<file path="config.mk">
export PLATFORM = sky130hd
export DESIGN_NAME = fso_security
export DESIGN_NICKNAME = d
export VERILOG_FILES = /design/src/fso_pkg.sv /design/src/fso_security.sv /design/src/fso_key_cmp.sv
export SDC_FILE = /design/constraint.sdc
export NUM_CORES = 1
export LEC_CHECK = 0
export CAP_MARGIN = 20
export CELL_PAD_IN_SITES_DETAIL_PLACEMENT = 0
export CELL_PAD_IN_SITES_GLOBAL_PLACEMENT = 1
export CORE_AREA = 2 2 94 96
export CTS_CLUSTER_SIZE = 40
export DETAILED_ROUTE_END_ITERATION = 6
export DIE_AREA = 0 0 96 98
export DONT_BUFFER_PORTS = 1
export PLACE_DENSITY = 0.5
export SETUP_SLACK_MARGIN = 0.3
export SLEW_MARGIN = 20
export SYNTH_ARGS = -nofsm -noshare
export SYNTH_HDL_FRONTEND = slang
export SYNTH_SLANG_ARGS = --single-unit
</file>
<file path="constraint.sdc">
create_clock -name mclk_i -period 2.5 [get_ports mclk_i]
set_clock_uncertainty 0.2 [all_clocks]
set_input_delay 0.25 -clock mclk_i [delete_from_list [all_inputs] [get_ports mclk_i]]
set_output_delay 0.25 -clock mclk_i [all_outputs]
set_load 0.05 [all_outputs]
</file>
<file path="src/fso_pkg.sv">
`default_nettype none

package fso_pkg;

	// ----------------------------------------------------------------
	// register map: printed offsets are indices, byte address = 4 * index
	// ----------------------------------------------------------------
	localparam logic [15:0] OPTION_SHADOW_IDX = 16'h1821;
	localparam logic [15:0] FLASH_CONFIG_IDX = 16'h1823;
	localparam logic [15:0] OPTION_NONVOLATILE_IDX = 16'hffbf;
	localparam int AXI_ADDR_W = 18;

	// ----------------------------------------------------------------
	// option register fields
	// ----------------------------------------------------------------
	localparam int BACKDOOR_ENABLE_BIT = 7;
	localparam int REDIRECT_DISABLE_BIT = 6;
	localparam int SECURITY_CODE_LSB = 0;
	localparam logic [7:0] OPTION_USED_MASK = 8'hc3;
	localparam logic [7:0] OPTION_RESET = 8'hc3;
	localparam logic [1:0] SEC_UNSECURED = 2'h2;

	// ----------------------------------------------------------------
	// configuration register fields
	// ----------------------------------------------------------------
	localparam int KEY_WRITE_ENABLE_BIT = 5;
	localparam logic [7:0] FLASH_CONFIG_MASK = 8'h20;
	localparam logic [7:0] FLASH_CONFIG_RESET = 8'h00;

	// ----------------------------------------------------------------
	// cpu address map
	// ----------------------------------------------------------------
	localparam logic [15:0] KEY_FIRST_ADDR = 16'hffb0;
	localparam logic [15:0] KEY_LAST_ADDR = 16'hffb7;
	localparam logic [15:0] SPI_WIN0_LO = 16'h0000;
	localparam logic [15:0] SPI_WIN0_HI = 16'h008f;
	localparam logic [15:0] SPI_WIN1_LO = 16'h1800;
	localparam logic [15:0] SPI_WIN1_HI = 16'h188f;

	// ----------------------------------------------------------------
	// bus responses
	// ----------------------------------------------------------------
	localparam logic [1:0] RESP_OKAY = 2'h0;
	localparam logic [1:0] RESP_SLVERR = 2'h2;

	// cpu-side memory write as seen by the flash controller
	typedef struct packed {
		logic wr;
		logic dbg;
		logic [15:0] addr;
		logic [7:0] data;
	} fso_mem_wr_s;

	function automatic logic in_key_range(input logic [15:0] addr);
		in_key_range = (addr >= KEY_FIRST_ADDR) && (addr <= KEY_LAST_ADDR);
	endfunction

	function automatic logic idx_hit(input logic [AXI_ADDR_W-1:0] addr, input logic [15:0] idx);
		idx_hit = (addr[AXI_ADDR_W-1:2] == idx) && (addr[1:0] == 2'h0);
	endfunction

endpackage

`default_nettype wire

</file>
<file path="src/fso_security.sv">
`timescale 1ns/10ps
`default_nettype none

module fso_security (
	input wire logic mclk_i,
	input wire logic rst_i,
	input wire logic [fso_pkg::AXI_ADDR_W-1:0] s_axi_awaddr_i,
	input wire logic s_axi_awvalid_i,
	output logic s_axi_awready_o,
	input wire logic [31:0] s_axi_wdata_i,
	input wire logic [3:0] s_axi_wstrb_i,
	input wire logic s_axi_wvalid_i,
	output logic s_axi_wready_o,
	output logic [1:0] s_axi_bresp_o,
	output logic s_axi_bvalid_o,
	input wire logic s_axi_bready_i,
	input wire logic [fso_pkg::AXI_ADDR_W-1:0] s_axi_araddr_i,
	input wire logic s_axi_arvalid_i,
	output logic s_axi_arready_o,
	output logic [31:0] s_axi_rdata_o,
	output logic [1:0] s_axi_rresp_o,
	output logic s_axi_rvalid_o,
	input wire logic s_axi_rready_i,
	input wire logic [7:0] nv_option_i,
	input wire logic [63:0] stored_key_i,
	input wire fso_pkg::fso_mem_wr_s mem_wr_i,
	input wire logic blank_ok_i,
	input wire logic dbg_req_i,
	output logic dbg_grant_o,
	input wire logic spi_req_i,
	input wire logic [15:0] spi_addr_i,
	output logic spi_grant_o,
	output logic spi_error_o,
	output logic secured_o,
	output logic redirect_enable_o,
	output logic cmd_start_o
);
	import fso_pkg::*;

	// ----------------------------------------------------------------
	// state
	// ----------------------------------------------------------------
	logic [7:0] option_reg;
	logic [7:0] option_next;
	logic loaded_reg;
	logic [7:0] config_reg;
	logic [7:0] config_next;
	logic cmd_start_reg;
	logic bvalid_reg;
	logic [1:0] bresp_reg;
	logic rvalid_reg;
	logic [1:0] rresp_reg;
	logic [31:0] rdata_reg;
	logic key_match_w;

	// ----------------------------------------------------------------
	// option field decode
	// ----------------------------------------------------------------
	wire backdoor_enable_w = option_reg[BACKDOOR_ENABLE_BIT];
	wire redirect_disable_w = option_reg[REDIRECT_DISABLE_BIT];
	wire [1:0] security_code_w = option_reg[SECURITY_CODE_LSB +: 2];
	wire secured_w = (security_code_w != SEC_UNSECURED);
	wire key_write_enable_w = config_reg[KEY_WRITE_ENABLE_BIT];

	// ----------------------------------------------------------------
	// backdoor key comparison
	// ----------------------------------------------------------------
	fso_key_cmp u_key_cmp (
		.mclk_i(mclk_i),
		.rst_i(rst_i),
		.wr_i(mem_wr_i),
		.capture_i(key_write_enable_w),
		.enable_i(backdoor_enable_w),
		.stored_key_i(stored_key_i),
		.match_o(key_match_w)
	);

	// ----------------------------------------------------------------
	// option register load and unlock
	// ----------------------------------------------------------------
	// the async reset can only place a constant, so the shadow holds the
	// erased (secured) pattern until the first edge after release copies
	// the flash byte; nothing is unsecured before that copy lands
	wire unlock_w = loaded_reg && (key_match_w || blank_ok_i);

	assign option_next = !loaded_reg ? (nv_option_i & OPTION_USED_MASK) :
		unlock_w ? {option_reg[7:2], SEC_UNSECURED} :
		option_reg;

	always_ff @(posedge mclk_i or posedge rst_i) begin
		if (rst_i) begin
			option_reg <= OPTION_RESET;
			loaded_reg <= 1'b0;
		end else begin
			option_reg <= option_next;
			loaded_reg <= 1'b1;
		end
	end

	// ----------------------------------------------------------------
	// flash command start on key addresses
	// ----------------------------------------------------------------
	wire key_addr_wr_w = mem_wr_i.wr && in_key_range(mem_wr_i.addr);

	always_ff @(posedge mclk_i or posedge rst_i) begin
		if (rst_i) begin
			cmd_start_reg <= 1'b0;
		end else begin
			cmd_start_reg <= key_addr_wr_w && !key_write_enable_w;
		end
	end

	assign cmd_start_o = cmd_start_reg;

	// ----------------------------------------------------------------
	// access control
	// ----------------------------------------------------------------
	wire spi_in_window_w = ((spi_addr_i >= SPI_WIN0_LO) && (spi_addr_i <= SPI_WIN0_HI))
		|| ((spi_addr_i >= SPI_WIN1_LO) && (spi_addr_i <= SPI_WIN1_HI));
	wire spi_allowed_w = !secured_w || spi_in_window_w;

	assign dbg_grant_o = dbg_req_i && !secured_w;
	assign spi_grant_o = spi_req_i && spi_allowed_w;
	assign spi_error_o = spi_req_i && !spi_allowed_w;
	assign secured_o = secured_w;
	assign redirect_enable_o = !redirect_disable_w;

	// ----------------------------------------------------------------
	// axi4-lite write channel
	// ----------------------------------------------------------------
	// address and data are taken together, so one waits for the other
	wire wr_take_w = s_axi_awvalid_i && s_axi_wvalid_i && !bvalid_reg;
	wire wr_option_w = idx_hit(s_axi_awaddr_i, OPTION_SHADOW_IDX);
	wire wr_config_w = idx_hit(s_axi_awaddr_i, FLASH_CONFIG_IDX);
	wire wr_option_nonvolatile_w = idx_hit(s_axi_awaddr_i, OPTION_NONVOLATILE_IDX);
	wire wr_mapped_w = wr_option_w || wr_config_w || wr_option_nonvolatile_w;

	assign s_axi_awready_o = wr_take_w;
	assign s_axi_wready_o = wr_take_w;

	// writes to either option register are accepted and dropped
	assign config_next = (wr_take_w && wr_config_w && s_axi_wstrb_i[0]) ?
		(s_axi_wdata_i[7:0] & FLASH_CONFIG_MASK) : config_reg;

	always_ff @(posedge mclk_i or posedge rst_i) begin
		if (rst_i) begin
			config_reg <= FLASH_CONFIG_RESET;
			bvalid_reg <= 1'b0;
			bresp_reg <= RESP_OKAY;
		end else begin
			config_reg <= config_next;
			if (wr_take_w) begin
				bvalid_reg <= 1'b1;
				bresp_reg <= wr_mapped_w ? RESP_OKAY : RESP_SLVERR;
			end else if (s_axi_bready_i) begin
				bvalid_reg <= 1'b0;
			end
		end
	end

	assign s_axi_bvalid_o = bvalid_reg;
	assign s_axi_bresp_o = bresp_reg;

	// ----------------------------------------------------------------
	// axi4-lite read channel
	// ----------------------------------------------------------------
	wire rd_take_w = s_axi_arvalid_i && !rvalid_reg;
	wire rd_option_w = idx_hit(s_axi_araddr_i, OPTION_SHADOW_IDX);
	wire rd_config_w = idx_hit(s_axi_araddr_i, FLASH_CONFIG_IDX);
	wire rd_option_nonvolatile_w = idx_hit(s_axi_araddr_i, OPTION_NONVOLATILE_IDX);
	wire rd_mapped_w = rd_option_w || rd_config_w || rd_option_nonvolatile_w;
	wire [7:0] rd_byte_w = rd_option_w ? option_reg :
		rd_config_w ? config_reg :
		rd_option_nonvolatile_w ? (nv_option_i & OPTION_USED_MASK) : 8'h00;

	assign s_axi_arready_o = rd_take_w;

	always_ff @(posedge mclk_i or posedge rst_i) begin
		if (rst_i) begin
			rvalid_reg <= 1'b0;
			rresp_reg <= RESP_OKAY;
			rdata_reg <= 32'h0000_0000;
		end else begin
			if (rd_take_w) begin
				rvalid_reg <= 1'b1;
				rresp_reg <= rd_mapped_w ? RESP_OKAY : RESP_SLVERR;
				rdata_reg <= {24'h00_0000, rd_byte_w};
			end else if (s_axi_rready_i) begin
				rvalid_reg <= 1'b0;
			end
		end
	end

	assign s_axi_rvalid_o = rvalid_reg;
	assign s_axi_rresp_o = rresp_reg;
	assign s_axi_rdata_o = rdata_reg;
endmodule

`default_nettype wire

</file>
<file path="src/fso_key_cmp.sv">
`timescale 1ns/10ps
`default_nettype none

module fso_key_cmp (
	input wire logic mclk_i,
	input wire logic rst_i,
	input wire fso_pkg::fso_mem_wr_s wr_i,
	input wire logic capture_i,
	input wire logic enable_i,
	input wire logic [63:0] stored_key_i,
	output logic match_o
);
	import fso_pkg::*;

	logic [2:0] index_reg;
	logic [2:0] index_next;
	logic good_reg;
	logic good_next;
	logic match_reg;
	logic match_next;

	// ----------------------------------------------------------------
	// comparison byte capture
	// ----------------------------------------------------------------
	wire key_write_w = wr_i.wr && !wr_i.dbg && capture_i && in_key_range(wr_i.addr);
	wire [2:0] byte_sel_w = wr_i.addr[2:0];
	wire in_order_w = (byte_sel_w == index_reg);
	wire byte_ok_w = (wr_i.data == stored_key_i[{byte_sel_w, 3'h0} +: 8]);
	wire run_ok_w = ((index_reg == 3'h0) || good_reg) && byte_ok_w;

	// an out-of-order byte restarts the sequence; byte 0 may open a new one
	assign index_next = !key_write_w ? index_reg :
		in_order_w ? 3'(index_reg + 3'h1) :
		(byte_sel_w == 3'h0) ? 3'h1 : 3'h0;
	assign good_next = !key_write_w ? good_reg :
		in_order_w ? run_ok_w :
		(byte_sel_w == 3'h0) ? byte_ok_w : 1'b0;
	// a mismatch yields no pulse, so security simply stays as it was
	assign match_next = key_write_w && in_order_w && (index_reg == 3'h7) && run_ok_w
		&& enable_i;

	always_ff @(posedge mclk_i or posedge rst_i) begin
		if (rst_i) begin
			index_reg <= 3'h0;
			good_reg <= 1'b0;
			match_reg <= 1'b0;
		end else begin
			index_reg <= index_next;
			good_reg <= good_next;
			match_reg <= match_next;
		end
	end

	assign match_o = match_reg;
endmodule

`default_nettype wire

</file>
==> reports/metrics.yaml <==
slew_viol_final: 0
largest_reg_flops: 5
whs_endpoint: "u_key_cmp.index_reg[0]$_DFFE_PP0P_"
r2r_end: "s_axi_rdata_o[1]$_DFFE_PP0P_"
hold_start: "mem_wr_i[9]"
r2r_slack_ps: 680
clock_tree.root_cell: "clkbuf_8"
nets: 436
whs_ps: 14.56
dpl_cell_area_um2: 2082
initial_core_util: 0.2442
cts_made_buffers: 3
grt_overflow: 0
ios: 243
drive_above_1_share: 0.1441
clock_sinks: 21
start_kind: "flop"
crit_path_max_fanout: 10
fin_util: 0.2656
setup_viol: 0
leakagePower_nw: 0.9308
fmax_mhz: 490.1
num_rows: 34
grt_pass1_wl_mm: 7.652
syn_area_per_cell_um2: 9.353
path_class: "flop to output port"
chipHeight_um: 98
ctsResizeCount: 0
yosysWarnings: 0
routed_wl_mm: 5.138
peakVddDrop_mv: 0.1748
clkLatencyLatePin_ps: 260
r2r_cells: 6
async_flop_share: 1.000
syn2layout_area_growth_pct: 8.777
hold_viol: 0
clk_pin_slew_ps: 70
cts_buffer_depth: 2
period_minus_slack_ps: 2040
rsz0062_at_grt: "false"
hp-class: "input port to flop"
synth_cell_types: 43
first_iter_violations: 68
synth_area_um2: 2067
cts_tree: "done"
p_per_area_nw_per_um2: 450.4
drc: 0
fillers: 921
cp.arrival_ps: 1590
vias: 1658
grt_use_total: 0.1018
synth_top_cell_area_share: 0.2058
routed_via_density: 4.820
end_kind: "output port"
status: "complete, no violations"
synth_ff_type: "dfrtp_1"
rr_startpoint: "s_axi_rvalid_o$_DFFE_PP0P_"
drt-wirelength-per-cell_um: 14.94
syn_inst: 221
cp_data_required_time_ps: 2050
post-route-period-util: 0.8161
grt_max_degree: 24
dieArea_um2: 9408
tightest_slew_ps: 806.4
slew_headroom: 0.4618
synth_area_leader_cell: "dfrtp_1"
dieWidth_um: 96
totalNegativeSetupSlack_ps: 0
core_area_um2: 8466
ys_top_cells_by_area: "dfrtp_1 (21%), buf_4 (11%), mux4_2 (11%)"
firstDrtPassIters: 4
final_cell_area_um2: 2248
synth_seq_cells: 21
numPortBuffers: 0
dp_hpwl_mm: 4.370
synth_seq_area_share: 0.2567
diodes: 0
cap_viol_max_count: 0
hold_depth: 3
synth_commonest_cells: "buf_4 (31), mux2i_1 (19), dfrtp_1 (17), nand2_1 (14), nor2_1 (14)"
gp_congestion: 0.7657
synth_edf_count: 0
finalPower_mw: 1.013
grt_pass1_vias: 1632
grt_antenna_before_repair: 0
final_antenna_net_count: 0
yosysMostFrequentCell: "buf_4"
h-tree-depth: 1
-- through the flow --
| step | setup WS, ps | instances |
|---|---|---|
| after floorplan | 312.8 | 249 |
| after global placement | 450.0 | 328 |
| after detailed placement | 379.3 | 328 |
| after CTS | 420.2 | 344 |
| after global routing | 323.1 | 344 |
| final | 459.7 | 344 |
-- timing repair --
| action | 4_1_cts | 5_1_grt |
|---|---|---|
| buffers inserted | 0 | 0 |
| hold buffers | 12 | 0 |
| hold endpoints to repair | 31 | 0 |
| endpoints found under the setup margin | 0 | 0 |
-- cell type report --
type / instances / area (um^2) / area share
Tap cell: 108 / 135.1 / 0.06010
Timing Repair Buffer: 20 / 180.2 / 0.08013
Multi-Input combinational cell: 180 / 1315 / 0.5849
Clock inverter: 1 / 5.005 / 0.002226
Clock buffer: 3 / 41.29 / 0.01836
Inverter: 11 / 41.29 / 0.01836
Sequential cell: 21 / 530.5 / 0.2359
-- power breakdown --
part	switching (mW)	leakage, nW	internal (mW)
Sequential	0.0959	0.258	0.370
Clock	0.108	0.0255	0.111
Combinational	0.212	0.647	0.117
Total	0.415	0.931	0.597
-- kinds of logic (layout without fill, tap and decap cells) --
| kind of cell | Yosys count | in the layout | synth area share |
|---|---|---|---|
| buf+inv | 48 | 35 | 0.1592 |
| simple gates | 78 | 78 | 0.2052 |
| xor+xnor | 9 | 9 | 0.03814 |
| flops | 21 | 21 | 0.2567 |
| compound gates | 28 | 28 | 0.1017 |
| mux | 32 | 32 | 0.2173 |
| fa+ha+maj | 3 | 3 | 0.01816 |
| other cells | 2 | 30 | 0.003633 |
-- worst max-delay path: stages (launching register included) --
cell and delay, ps:
dfrtp_1 560, inv_1 150, nand2_1 60, buf_4 160
inv_1 400
-- cell usage in the layout (no fill, tap or decap), drive strengths merged, types with 10 or more instances in the layout --
master       Yosys  layout
conb             2      30
mux4            10      10
nand2           14      14
dlygate4sd3      0      12
dfrtp           17      17
nand4           10      10
mux2i           19      19
inv             11      11
nor2            14      14
-- routing by layer --
layer  track usage  up-vias  share of wire  wire (um)
li1              -      788              -          -
met1        0.1146      754           0.36       1862
met2        0.1907      116           0.53       2730
met3       0.02932        0           0.11        544
met4       0.01319        0              0          0
met5             0        -              0          0
-- how the worst max path moves through the flow --
stage | start | to | slack, ps | cells after the start
6_report | s_axi_rvalid_o$_DFFE_PP0P_ | s_axi_arready_o | 460 | 4
2_1_floorplan | option_reg[0]$_DFFE_PP1P_ | spi_error_o | 310 | 3
4_1_cts | option_reg[0]$_DFFE_PP1P_ | spi_error_o | 420 | 4
3_5_place_dp | mem_wr_i[9] | u_key_cmp.match_o$_DFF_PP0_ | 380 | 6
5_1_grt | option_reg[0]$_DFFE_PP1P_ | spi_error_o | 320 | 4
3_3_place_gp | mem_wr_i[9] | u_key_cmp.match_o$_DFF_PP0_ | 450 | 6
No activity file was read; power rests on OpenSTA's default activity.
